File: src/card_host_pkg.sv
// shared map, field layout, commands, states and timing for the smart card host controller
`default_nettype none
package card_host_pkg;

	// device register offsets on its register port
	localparam logic [3:0] OFS_MODE = 4'h0;
	localparam logic [3:0] OFS_DIV = 4'h1;
	localparam logic [3:0] OFS_CTRL = 4'h2;
	localparam logic [3:0] OFS_TXD = 4'h3;
	localparam logic [3:0] OFS_STAT = 4'h4;
	localparam logic [3:0] OFS_RXD = 4'h5;
	localparam logic [3:0] OFS_CMODE = 4'h6;

	// serial_mode_reg fields
	localparam int MODE_PRESCALE_LO = 0;
	localparam int MODE_PRESCALE_HI = 1;
	localparam int MODE_RATIO_LO = 2;
	localparam int MODE_RATIO_HI = 3;
	localparam int MODE_ODD = 4;
	localparam int MODE_PARITY_ON = 5;
	localparam int MODE_BURST = 6;
	localparam int MODE_CLK_HOLD = 7;

	// card_mode_reg fields
	localparam int CM_SELECT = 0;
	localparam int CM_INVERT = 2;
	localparam int CM_ORDER = 3;

	// serial_control_reg fields
	localparam int CT_CLK_OUT = 0;
	localparam int CT_CLK_SRC = 1;
	localparam int CT_DONE_IRQ = 2;
	localparam int CT_ADDR_WAIT = 3;
	localparam int CT_RX_ON = 4;
	localparam int CT_TX_ON = 5;
	localparam int CT_RX_IRQ = 6;
	localparam int CT_TX_IRQ = 7;

	// serial_status_reg fields; flags clear by writing 0
	localparam int ST_TX_DONE = 2;
	localparam int ST_PARITY = 3;
	localparam int ST_CARD_ERR = 4;
	localparam int ST_FRAMING = ST_CARD_ERR;
	localparam int ST_OVERRUN = 5;
	localparam int ST_RX_FULL = 6;
	localparam int ST_TX_EMPTY = 7;

	localparam logic [7:0] BYTE_ZERO = 8'h00;
	localparam logic [7:0] BYTE_ONES = 8'hff;

	// basic clock pulses per bit for each ratio select code
	localparam logic [8:0] RATIO_32 = 9'h020;
	localparam logic [8:0] RATIO_64 = 9'h040;
	localparam logic [8:0] RATIO_372 = 9'h174;
	localparam logic [8:0] RATIO_256 = 9'h100;
	localparam logic [8:0] WAIT_MARGIN = 9'h001;

	// nominal card clock used when the device drives no clock
	localparam int SYS_PERIOD_NS = 40;
	localparam int LINK_PERIOD_NS = 320;
	localparam int SYS_PER_LINK = (LINK_PERIOD_NS + SYS_PERIOD_NS - 1) / SYS_PERIOD_NS;

	typedef enum logic [3:0] {
		OP_INIT_TX = 4'h0,
		OP_INIT_RX = 4'h1,
		OP_SELFTEST = 4'h2,
		OP_TURN_TX = 4'h3,
		OP_TURN_RX = 4'h4,
		OP_SEND = 4'h5,
		OP_RECV = 4'h6,
		OP_DUP_TX = 4'h7,
		OP_DUP_RX = 4'h8
	} op_t;

	typedef enum logic [3:0] {
		S_IDLE = 4'h0,
		S_OFF = 4'h1,
		S_STAT_RD = 4'h2,
		S_STAT_CLR = 4'h3,
		S_MODE = 4'h4,
		S_CMODE = 4'h5,
		S_DIV = 4'h6,
		S_CLK = 4'h7,
		S_WAIT = 4'h8,
		S_ENABLE = 4'h9,
		S_POLL = 4'ha,
		S_TXD = 4'hb,
		S_RXD = 4'hc,
		S_PCLR = 4'hd,
		S_DONE = 4'he
	} state_t;

	typedef struct packed {
		logic inverse;
		logic burst;
		logic clk_hold;
		logic clk_out_on;
		logic clk_src_select;
		logic irq_on;
		logic [1:0] ratio_sel;
		logic [1:0] prescale_sel;
		logic [7:0] divisor;
	} cfg_t;

	typedef struct packed {
		logic [7:0] data;
		logic [7:0] status;
	} rsp_t;

	function automatic logic [8:0] ratio_ticks(input logic [1:0] sel);
		logic [8:0] r;
		r = RATIO_32;
		case (sel)
			2'h0: r = RATIO_32;
			2'h1: r = RATIO_64;
			2'h2: r = RATIO_372;
			2'h3: r = RATIO_256;
			default: r = RATIO_32;
		endcase
		return r;
	endfunction

endpackage
`default_nettype wire

File: src/card_host_ctrl.sv
// smart card host controller: sequences the device's registers for setup, turn-around and transfers
// Notes on behaviour
// - tx-only to duplex: wait idle, off, both
// - rx-only to duplex: rx off, flags clear, both
// - frame is start, eight data, parity
// - direct convention: no invert, LSB first, even
// - inverse convention: invert, MSB first
// - burst mode: clear parity flag each frame
// - init order: off, clear, mode, card, divisor
// - wait one bit time before enables
// - rx to tx after reception ends, reinit
// - tx to rx after tx done, reinit
`timescale 1ns/1ns
`default_nettype none
module card_host_ctrl (
	input wire logic SYS_CLK,
	input wire logic RESET,
	input wire logic CMD_VALID,
	input wire card_host_pkg::op_t CMD_OP,
	input wire logic [7:0] CMD_DATA,
	input wire card_host_pkg::cfg_t CMD_CFG,
	output logic CMD_READY,
	output logic RSP_VALID,
	output card_host_pkg::rsp_t RSP,
	output logic BUSY,
	output logic [3:0] REG_ADDR,
	output logic [7:0] REG_WDATA,
	output logic REG_WR,
	output logic REG_RD,
	input wire logic [7:0] REG_RDATA,
	input wire logic REG_ACK,
	input wire logic CARD_CLK
);
	import card_host_pkg::*;

	state_t state_r;
	state_t state_nxt;
	op_t op_r;
	cfg_t cfg_r;
	logic [7:0] data_r;
	logic pend_r;
	logic wr_r;
	logic rd_r;
	logic [3:0] addr_r;
	logic [7:0] wdata_r;
	logic [7:0] stat_r;
	logic [7:0] rxd_r;
	logic wait_done;
	logic poll_ok;
	logic [3:0] acc_addr;
	logic [7:0] acc_data;
	logic [7:0] mode_word;
	logic [7:0] cmode_word;
	logic [7:0] ctrl_clk_word;
	logic [7:0] ctrl_run_word;
	logic [7:0] clr_err_word;
	logic [7:0] clr_par_word;

	////////////////////////////////////////////////////////////////
	// access decode
	wire logic st_idle = (state_r == S_IDLE);
	wire logic acc_state = !st_idle && (state_r != S_WAIT) && (state_r != S_DONE);
	wire logic acc_read = (state_r == S_STAT_RD) || (state_r == S_POLL) || (state_r == S_RXD);
	wire logic acc_go = acc_state & ~pend_r;
	wire logic acc_done = pend_r & REG_ACK;
	wire logic wait_start = (state_r == S_CLK) & acc_done;
	wire logic take_cmd = st_idle & CMD_VALID;

	// enables written after setup; duplex ops set both in one write
	wire logic dup_op = (op_r == OP_DUP_TX) || (op_r == OP_DUP_RX);
	wire logic en_tx = (op_r == OP_INIT_TX) || (op_r == OP_TURN_TX) ||
		(op_r == OP_SELFTEST) || dup_op;
	wire logic en_rx = (op_r == OP_INIT_RX) || (op_r == OP_TURN_RX) ||
		(op_r == OP_SELFTEST) || dup_op;

	// status bits as read back in the answering cycle
	wire logic rd_tx_empty = REG_RDATA[ST_TX_EMPTY];
	wire logic rd_tx_done = REG_RDATA[ST_TX_DONE];
	wire logic rd_rx_full = REG_RDATA[ST_RX_FULL];
	wire logic rd_parity = REG_RDATA[ST_PARITY];
	wire logic rd_overrun = REG_RDATA[ST_OVERRUN];
	wire logic rd_framing = REG_RDATA[ST_FRAMING];
	wire logic rx_ended = rd_rx_full | rd_parity | rd_overrun;

	////////////////////////////////////////////////////////////////
	// register words built from the latched configuration
	always_comb begin
		mode_word = BYTE_ZERO;
		mode_word[MODE_PRESCALE_LO] = cfg_r.prescale_sel[0];
		mode_word[MODE_PRESCALE_HI] = cfg_r.prescale_sel[1];
		mode_word[MODE_RATIO_LO] = cfg_r.ratio_sel[0];
		mode_word[MODE_RATIO_HI] = cfg_r.ratio_sel[1];
		// invert leaves parity alone, so inverse needs odd parity
		mode_word[MODE_ODD] = cfg_r.inverse;
		mode_word[MODE_PARITY_ON] = 1'b1;
		mode_word[MODE_BURST] = cfg_r.burst;
		mode_word[MODE_CLK_HOLD] = cfg_r.clk_hold;
	end

	always_comb begin
		cmode_word = BYTE_ZERO;
		cmode_word[CM_SELECT] = 1'b1;
		cmode_word[CM_INVERT] = cfg_r.inverse;
		cmode_word[CM_ORDER] = cfg_r.inverse;
	end

	// clock bits only: enables, irq enables and address wait all 0
	always_comb begin
		ctrl_clk_word = BYTE_ZERO;
		ctrl_clk_word[CT_CLK_OUT] = cfg_r.clk_out_on;
		ctrl_clk_word[CT_CLK_SRC] = cfg_r.clk_src_select;
	end

	always_comb begin
		ctrl_run_word = ctrl_clk_word;
		ctrl_run_word[CT_TX_ON] = en_tx;
		ctrl_run_word[CT_RX_ON] = en_rx;
		ctrl_run_word[CT_TX_IRQ] = cfg_r.irq_on & en_tx;
		ctrl_run_word[CT_RX_IRQ] = cfg_r.irq_on & en_rx;
	end

	// write-0-to-clear: ones leave the other flags untouched
	always_comb begin
		clr_err_word = BYTE_ONES;
		clr_err_word[ST_CARD_ERR] = 1'b0;
		clr_err_word[ST_PARITY] = 1'b0;
		clr_err_word[ST_OVERRUN] = 1'b0;
		clr_par_word = BYTE_ONES;
		clr_par_word[ST_PARITY] = 1'b0;
	end

	////////////////////////////////////////////////////////////////
	// address and data of the access each state makes
	always_comb begin
		acc_addr = OFS_STAT;
		acc_data = BYTE_ZERO;
		unique case (state_r)
			S_OFF: begin
				acc_addr = OFS_CTRL;
				acc_data = ctrl_clk_word;
			end
			S_STAT_CLR: acc_data = clr_err_word;
			S_MODE: begin
				acc_addr = OFS_MODE;
				acc_data = mode_word;
			end
			S_CMODE: begin
				acc_addr = OFS_CMODE;
				acc_data = cmode_word;
			end
			S_DIV: begin
				acc_addr = OFS_DIV;
				acc_data = cfg_r.divisor;
			end
			S_CLK: begin
				acc_addr = OFS_CTRL;
				acc_data = ctrl_clk_word;
			end
			S_ENABLE: begin
				acc_addr = OFS_CTRL;
				acc_data = ctrl_run_word;
			end
			S_TXD: begin
				acc_addr = OFS_TXD;
				acc_data = data_r;
			end
			S_RXD: acc_addr = OFS_RXD;
			S_PCLR: acc_data = clr_par_word;
			default: begin
				acc_addr = OFS_STAT;
				acc_data = BYTE_ZERO;
			end
		endcase
	end

	// the status condition each operation waits for
	always_comb begin
		poll_ok = 1'b1;
		unique case (op_r)
			OP_TURN_TX: poll_ok = rx_ended;
			OP_TURN_RX: poll_ok = rd_tx_done;
			OP_SEND: poll_ok = rd_tx_empty;
			OP_RECV: poll_ok = rx_ended;
			OP_DUP_TX: poll_ok = rd_tx_empty & rd_tx_done;
			OP_DUP_RX: poll_ok = ~rd_rx_full & ~rd_parity & ~rd_overrun & ~rd_framing;
			default: poll_ok = 1'b1;
		endcase
	end

	////////////////////////////////////////////////////////////////
	// sequencer
	always_comb begin
		state_nxt = state_r;
		unique case (state_r)
			S_IDLE: begin
				if (CMD_VALID) begin
					unique case (CMD_OP)
						OP_INIT_TX, OP_INIT_RX, OP_SELFTEST: state_nxt = S_OFF;
						OP_TURN_TX, OP_TURN_RX: state_nxt = S_POLL;
						OP_SEND, OP_RECV, OP_DUP_TX: state_nxt = S_POLL;
						OP_DUP_RX: state_nxt = S_OFF;
						default: state_nxt = S_DONE;
					endcase
				end
			end
			S_OFF: begin
				if (acc_done) begin
					if (op_r == OP_DUP_TX)
						state_nxt = S_ENABLE;
					else if (op_r == OP_DUP_RX)
						state_nxt = S_POLL;
					else
						state_nxt = S_STAT_RD;
				end
			end
			S_STAT_RD: if (acc_done) state_nxt = S_STAT_CLR;
			S_STAT_CLR: if (acc_done) state_nxt = S_MODE;
			S_MODE: if (acc_done) state_nxt = S_CMODE;
			S_CMODE: if (acc_done) state_nxt = S_DIV;
			S_DIV: if (acc_done) state_nxt = S_CLK;
			S_CLK: if (acc_done) state_nxt = S_WAIT;
			S_WAIT: if (wait_done) state_nxt = S_ENABLE;
			S_ENABLE: if (acc_done) state_nxt = S_DONE;
			S_POLL: begin
				if (acc_done && poll_ok) begin
					unique case (op_r)
						OP_TURN_TX, OP_TURN_RX, OP_DUP_TX: state_nxt = S_OFF;
						OP_SEND: state_nxt = S_TXD;
						OP_RECV: state_nxt = S_RXD;
						OP_DUP_RX: state_nxt = S_ENABLE;
						default: state_nxt = S_DONE;
					endcase
				end
			end
			S_TXD: if (acc_done) state_nxt = S_DONE;
			S_RXD: begin
				// parity flag must be gone before the next parity bit
				if (acc_done)
					state_nxt = stat_r[ST_PARITY] ? S_PCLR : S_DONE;
			end
			S_PCLR: if (acc_done) state_nxt = S_DONE;
			S_DONE: state_nxt = S_IDLE;
			default: state_nxt = S_IDLE;
		endcase
	end

	always_ff @(posedge SYS_CLK) begin
		if (RESET)
			state_r <= S_IDLE;
		else
			state_r <= state_nxt;
	end

	always_ff @(posedge SYS_CLK) begin
		if (RESET) begin
			op_r <= OP_INIT_TX;
			cfg_r <= '0;
			data_r <= BYTE_ZERO;
		end else if (take_cmd) begin
			op_r <= CMD_OP;
			cfg_r <= CMD_CFG;
			data_r <= CMD_DATA;
		end
	end

	////////////////////////////////////////////////////////////////
	// register port: strobe held until the device acknowledges
	always_ff @(posedge SYS_CLK) begin
		if (RESET) begin
			pend_r <= 1'b0;
			wr_r <= 1'b0;
			rd_r <= 1'b0;
		end else if (acc_go) begin
			pend_r <= 1'b1;
			wr_r <= ~acc_read;
			rd_r <= acc_read;
		end else if (acc_done) begin
			pend_r <= 1'b0;
			wr_r <= 1'b0;
			rd_r <= 1'b0;
		end
	end

	always_ff @(posedge SYS_CLK) begin
		if (RESET) begin
			addr_r <= OFS_MODE;
			wdata_r <= BYTE_ZERO;
		end else if (acc_go) begin
			addr_r <= acc_addr;
			wdata_r <= acc_data;
		end
	end

	always_ff @(posedge SYS_CLK) begin
		if (RESET) begin
			stat_r <= BYTE_ZERO;
			rxd_r <= BYTE_ZERO;
		end else if (acc_done && acc_read) begin
			if (state_r == S_RXD)
				rxd_r <= REG_RDATA;
			else
				stat_r <= REG_RDATA;
		end
	end

	////////////////////////////////////////////////////////////////
	// one bit time at the chosen ratio, plus a pulse of margin
	etu_waiter #(
		.CNT_W(9)
	) u_wait (
		.clk(SYS_CLK),
		.rst(RESET),
		.start(wait_start),
		.use_link(cfg_r.clk_out_on),
		.link_clk(CARD_CLK),
		.ticks(ratio_ticks(cfg_r.ratio_sel) + WAIT_MARGIN),
		.done(wait_done)
	);

	assign CMD_READY = st_idle;
	assign BUSY = ~st_idle;
	assign RSP_VALID = (state_r == S_DONE);
	assign RSP.data = rxd_r;
	assign RSP.status = stat_r;
	assign REG_ADDR = addr_r;
	assign REG_WDATA = wdata_r;
	assign REG_WR = wr_r;
	assign REG_RD = rd_r;

endmodule // card_host_ctrl
`default_nettype wire

File: src/etu_waiter.sv
// bit time waiter: counts card clock rising edges, or a nominal clock when none is driven
`timescale 1ns/1ns
`default_nettype none
module etu_waiter #(
	parameter int CNT_W = 9
) (
	input wire logic clk,
	input wire logic rst,
	input wire logic start,
	input wire logic use_link,
	input wire logic link_clk,
	input wire logic [CNT_W-1:0] ticks,
	output logic done
);
	import card_host_pkg::*;

	logic sync1_r;
	logic sync2_r;
	logic sync3_r;
	logic [3:0] div_r;
	logic [CNT_W-1:0] cnt_r;
	logic run_r;
	logic done_r;

	wire logic link_rise = sync2_r & ~sync3_r;
	wire logic div_last = (div_r == 4'(SYS_PER_LINK - 1));
	wire logic tick = use_link ? link_rise : div_last;
	wire logic last = run_r & tick & (cnt_r == CNT_W'(1));

	////////////////////////////////////////////////////////////////
	always_ff @(posedge clk) begin
		if (rst) begin
			sync1_r <= 1'b0;
			sync2_r <= 1'b0;
			sync3_r <= 1'b0;
		end else begin
			sync1_r <= link_clk;
			sync2_r <= sync1_r;
			sync3_r <= sync2_r;
		end
	end

	always_ff @(posedge clk) begin
		if (rst || start || div_last)
			div_r <= 4'h0;
		else
			div_r <= div_r + 4'h1;
	end

	always_ff @(posedge clk) begin
		if (rst) begin
			cnt_r <= '0;
			run_r <= 1'b0;
			done_r <= 1'b0;
		end else if (start) begin
			cnt_r <= ticks;
			run_r <= 1'b1;
			done_r <= 1'b0;
		end else if (last) begin
			run_r <= 1'b0;
			done_r <= 1'b1;
		end else if (run_r && tick) begin
			cnt_r <= cnt_r - CNT_W'(1);
		end
	end

	assign done = done_r;

endmodule // etu_waiter
`default_nettype wire
File: config.mk
export PLATFORM = sky130hd
export DESIGN_NAME = card_host_ctrl
export DESIGN_NICKNAME = d
export VERILOG_FILES = /design/src/card_host_pkg.sv /design/src/card_host_ctrl.sv /design/src/etu_waiter.sv
export SDC_FILE = /design/constraint.sdc
export NUM_CORES = 1
export LEC_CHECK = 0
export BUFFER_PORTS_ARGS = -buffer_cell sky130_fd_sc_hd__buf_2
export CORE_UTILIZATION = 40
export DETAILED_ROUTE_END_ITERATION = 7
export PLACE_DENSITY_LB_ADDON = 0.12
export SYNTH_ARGS = -nofsm -noshare
export SYNTH_HDL_FRONTEND = slang
export SYNTH_SLANG_ARGS = --single-unit
File: constraint.sdc
create_clock -name SYS_CLK -period 2.05 [get_ports SYS_CLK]
set_clock_uncertainty 0.1 [all_clocks]
set_input_delay 0.41 -clock SYS_CLK [delete_from_list [all_inputs] [get_ports SYS_CLK]]
set_output_delay 0.41 -clock SYS_CLK [all_outputs]
set_load 0.01 [all_outputs]
==> flow_summary.toml, run 1 <==
[timing]
period_share_pct = 97.7
max_freq_ghz = 0.499
report.final.slew_viol_count = 0
finalHoldViolations = 0
finalSetupViolCount = 0
period_needed_ps = 2000

[power]
p_comb_share_pct = 44.4
total_power_mw = 5.57
powerDensity_nw_per_um2 = 1120
vdd_drop_max_mv = 0.609
p_int_mw = 3.37
p_leak_nw = 2.10
clockPowerShare_pct = 18.9
share_seq_of_total_power_pct = 36.7
switchingPower_mw = 2.20
swShare_pct = 39.5

[floorplan]
die_x_um = 103
io_pins = 76
dieArea_um2 = 10600
die_h_um = 103
core_um2 = 9820
start_util_pct = 41.4
num_rows = 36

[synthesis]
synth.distinct_cells = 64
synth_compound_area_share_pct = 19.6
ys_async_sr_fraction_pct = 0
synth_edf_count = 0
syn_nets = 558
synth_top_family_by_area = "simple AND/OR/NAND/NOR gates"
synthMuxAreaShare_pct = 5.48
syn_area_per_cell_um2 = 7.98
synthXorXnorAreaFrac_pct = 2.71
yosys_warnings = 0
synth_ff_type = "dfxtp_1"
synthCells = 509
syn_area_um2 = 4060
yosys_register_bits = 82
ys_seq_area_share_pct = 40.4
synthAdderAreaFrac_pct = 1.85
yosys.area_share.simple_pct = 25.4

[placed_design]
hpwlAfterDp_um = 8250
dpl-instance-area_um2 = 4780
gp_congestion = 0.885
io_buffer_count = 74

[global_routing]
grt_overflow = 0
grt_pass1_wl_um = 17900
grt_start_max_net_pins = 38
grt_usage_pct = 22.1
first_global_vias = 3664
antenna_found_initial = 0

[clocking]
cts.htree.levels = 3
clk_latency_ps = 360
max-clock-path-buffers = 2
cts_tree = "built"
cts_root_buffer = "clkbuf_8"
numCtsBuffers = 9
cts_setup_buffers = 0
cts_num_sinks = 82
path_clk_slew_ps = 80

[hold_path]
min_path_type = "in -> reg"

[layout]
antenna_cells = 0
fin_nets = 648
postLayoutCellArea_um2 = 4980
drive_above_1_share_pct = 24.4
area_delta_synth_final_pct = 22.6

[critical_path]
path_cells = "buf_4 > nor2_1 > nand4bb_1 > o311a_1 > or4_1 > o31ai_1"
rrSetupSlack_ps = 50
critPathTopFamily = "simple AND/OR/NAND/NOR gates"
cpPeakStageDelay_ps = 400
cp_num_buf_inv = 1
cp.arrival_ps = 2180
worstPathRequired_ps = 2220
worstSetupStartpointType = "flip-flop"
cp_max_fo = 11
worst_path_max_delay_cell = "or4_1"
worstSetupPathType = "reg -> reg"
end_kind = "flip-flop"

[drt]
ant_nets = 0
vias_per_cell = 5.37
routedWlPerCell_um = 15.1
routed_wl_um = 11100
num_vias = 3954
drc = 0
firstDrtPassIters = 5
drtIter0Drc = 174

[status]
status = "completed"

[run]
timing.max_cap.violations = 0
[metal layers]
layer	wire, µm	track usage [%]	vias up
met2	5070	34.8	90
met5	0	0	-
met1	5530	30.5	1880
met4	153	9.21	0
met3	390	3.12	12
li1	-	-	1972
[registers in the layout, summed over array words and instances, names as in the netlist, 3 cells and up]
signal        cells
op_r              4
cfg_r            18
REG_ADDR          3
rxd_r             8
REG_WDATA         8
data_r            8
state_r           4
stat_r            8
u_wait.div_r      4
u_wait.cnt_r      9
[kinds of logic after synthesis]
logic type | Yosys count
simple gates | 213
buf+inv | 46
other cells | 1
compound gates | 128
mux | 22
flops | 82
fa+ha+maj | 6
xor+xnor | 11
[final cells by class]
type	count	area, µm²
clock buffer	12	155
clock inverter	3	15.0
fill	1041	4840
inverter	12	50.0
multi-input combinational	381	2260
sequential	82	1650
tap	133	166
timing repair buffer	113	688
[timing repair]
item	4_1_cts	5_1_grt
pin swaps	0	1
cloned	0	0
gates resized for setup	5	8
setup endpoints to repair	6	14
hold buffers	0	0
[through the flow]
stage / setup TNS (ps) / hold slack (ps) / util, % / std cells / setup WS (ps)
after global routing: -10.4 / 163 / 50.7 / 736 / -10.4
after CTS: 0 / 144 / 50.5 / 736 / 22.5
after floorplan: 0 / 314 / - / 509 / 43.5
after detailed placement: -136 / 335 / 48.7 / 721 / -79.0
after global placement: 0 / 333 / 48.7 / 721 / 2.81
final: 0 / 159 / 50.7 / 736 / 46.9
[path summary, 6_finish.rpt]
path | start | to | cells after the start
worst max-delay path | state_r[3]$_SDFFE_PP0P_ | state_r[2]$_SDFFE_PP0P_ | 6
worst min register to register | u_wait.sync1_r$_SDFF_PP0_ | u_wait.sync2_r$_SDFF_PP0_ | 1
worst min-delay path | CARD_CLK | u_wait.sync1_r$_SDFF_PP0_ | 2
worst max register to register | state_r[3]$_SDFFE_PP0P_ | state_r[2]$_SDFFE_PP0P_ | 6
[cells in the mapped netlist, drive strengths merged, types with 3 or more instances]
cell    instances  area (µm²)
nand2          78         293
a31oi           4        25.0
nor3           16        85.1
or4             3        26.3
a311oi          3        26.3
buf            11        52.6
xnor2           9        78.8
dfxtp          82        1640
ha              6        75.1
nor3b           4        30.0
a211oi         11        82.6
nor2b          10        62.6
nand4           6        37.5
inv            10        37.5
nor2           51         191
nand2b         11        68.8
o21ai          22         114
a21oi          58         290
and3            4        25.0
a32oi           3        26.3
mux2i          20         200
or3             4        25.0
nand3          10        50.1
clkbuf         23        86.3
[placed cells by master (no fill, tap or decap), types with 3 or more instances in the layout]
| cell | instances |
|---|---|
| nor2_1 | 49 |
| nand2b_1 | 11 |
| nor2b_1 | 10 |
| inv_1 | 10 |
| a31oi_1 | 4 |
| xnor2_1 | 9 |
| a21oi_1 | 58 |
| a311oi_1 | 3 |
| buf_4 | 37 |
| nand2_1 | 78 |
| ha_1 | 6 |
| clkinv_2 | 4 |
| nor3_1 | 14 |
| clkbuf_8 | 11 |
| and3_1 | 4 |
| o21ai_0 | 20 |
| nor3b_1 | 4 |
| buf_2 | 74 |
| nand4_1 | 6 |
| dfxtp_1 | 79 |
| or3_1 | 4 |
| a32oi_1 | 3 |
| a211oi_1 | 11 |
| nand3_1 | 10 |
| dfxtp_2 | 3 |
| mux2i_1 | 20 |
[power groups by stage]
stage          Combinational (mW)  Sequential (mW)  Clock [mW]
2_1_floorplan                1.56             1.99           0
3_3_place_gp                 2.41             2.06           0
3_5_place_dp                 2.44             2.07           0
4_1_cts                      2.46             2.04        1.09
5_1_grt                      2.75             2.08        1.15
6_report                     2.48             2.05        1.05
Note: power is estimated with default switching activity, not from simulation.
==> inputs of run 2 (changes only) <==
Settings changed: PLACE_DENSITY_LB_ADDON 0.12 to unset.
==> run 2 against run 1 <==
Net effect:
- critical path depth fell by 1
- routed wire length fell by 2.4%
- die area did not move
- critical endpoint is now RSP_VALID
- power rose by 2.8%
- non-clock buffer count rose by 2
- final area rose by 1.1%
- register-to-register slack improved by 60 ps
- sequential power barely moved
- critical path type is now reg -> out
- cell count rose by 0.41%
==> flow_summary.toml, run 2 (synthesis gave the netlist of run 1 again) <==
[global_routing]
grt_usage_pct = 21.4
first_global_vias = 3519
antenna_found_initial = 0
grt_start_max_net_pins = 36
grt_overflow = 0
grt_pass1_wl_um = 17500

[clocking]
clk_latency_ps = 370
path_clk_slew_ps = 80
cts.htree.levels = 3
cts_root_buffer = "clkbuf_8"
cts_tree = "built"
numCtsBuffers = 9
max-clock-path-buffers = 2
cts_num_sinks = 82

[layout]
drive_above_1_share_pct = 24.9
fin_nets = 650
final_common_cell = "dfxtp_1"
nFillCells = 1025
reg_top3 = "cfg_r x18, u_wait.cnt_r x9"
antenna_cells = 0
area_delta_synth_final_pct = 23.9
regMostFlops = "cfg_r"
multi_input_area_um2 = 2280
layout_common_cells = "79 x dfxtp_1, 78 x nand2_1, 74 x buf_2, 58 x a21oi_1, 49 x nor2_1"
largest_reg_flops = 18
final_cells = 739
final-seq-area_um2 = 1650

[critical_path]
worstSetupStartpointType = "flip-flop"
worstSetupPathType = "reg -> out"
cp.arrival_ps = 1470
cp_max_fo = 5
timing.rr.start = "u_wait.cnt_r[3]$_SDFFE_PP0P_"
worstPathRequired_ps = 1540
end_kind = "output port"
worstSetupStartpoint = "state_r[3]$_SDFFE_PP0P_"

[placed_design]
dp_cells = 722
gp_congestion = 0.896
io_buffer_count = 74
hpwlAfterDp_um = 7970

[timing]
finalSetupViolCount = 0
report.final.slew_viol_count = 0
period_needed_ps = 1980
finalHoldViolations = 0
max_freq_ghz = 0.506
hold_ws_ps = 149
period_share_pct = 96.5

[hold_path]
hp-start = "CARD_CLK"
min_path_type = "in -> reg"

[floorplan]
die_x_um = 103
dieArea_um2 = 10600
die_h_um = 103
num_rows = 36
core_um2 = 9820
start_util_pct = 41.4
io_pins = 76

[power]
p_leak_nw = 2.13
vdd_drop_max_mv = 0.919
powerDensity_nw_per_um2 = 1140

[drt]
routedWlPerCell_um = 14.7
drc = 0
vias_per_cell = 5.37
firstDrtPassIters = 5
drtIter0Drc = 233
routed_wl_um = 10900
num_vias = 3968
ant_nets = 0

[status]
status = "completed"

[run]
timing.max_cap.violations = 0
run 2: area by class of cell:
cell class                      instances  area share [%]
Multi-Input combinational cell        381            45.2
Sequential cell                        82            32.7
Timing Repair Buffer                  115            13.7
Tap cell                              133            3.30
Clock buffer                           11            2.81
Clock inverter                          5            1.24
Inverter                               12           0.969
run 2: worst paths after layout:
kind	to	slack [ps]	cells after the start
max	RSP_VALID	70	5
min	u_wait.sync1_r$_SDFF_PP0_	150	2
max reg2reg	u_wait.cnt_r[8]$_SDFFE_PP0P_	110	5
min reg2reg	u_wait.sync2_r$_SDFF_PP0_	340	1
run 2: timing repair:
item,4_1_cts,5_1_grt
buffers inserted,0,1
pin swaps,0,5
hold buffers,0,0
gates resized for setup,5,11
setup endpoints to repair,8,17
run 2: metrics by stage:
stage	TNS, ps	cell area [µm²]	total power, mW	setup slack [ps]	utilization, %
floorplan	0	4060	3.55	43.5	-
global placement	0	4770	4.42	12.9	48.6
detailed placement	-301	4770	4.46	-112	48.6
CTS	-126	4980	5.70	-43.0	50.8
global route	-3.14	5040	6.11	-3.14	51.3
finish	0	5040	5.73	72.7	51.3
run 2: worst max-delay path: stages, from the launching register on:
cell and delay, ps:
dfxtp_1 380, buf_4 160, nand2_1 60, buf_4 150, nor3_1 170, buf_2 170
run 2: layer usage:
layer / part of all wire [%] / GRT usage (%) / up-vias / wire length (µm)
met5: 0 / 0 / - / 0
met3: 4.5 / 4.20 / 20 / 491
met2: 46 / 33.4 / 107 / 4970
li1: - / - / 1982 / -
met1: 48 / 29.8 / 1859 / 5230
met4: 1.6 / 6.28 / 0 / 173
run 2: power breakdown:
part / internal (mW) / switching (mW) / leakage [nW]
registers: 1.82 / 0.207 / 0.668
logic: 1.05 / 1.43 / 1.36
clock network: 0.603 / 0.625 / 0.0962
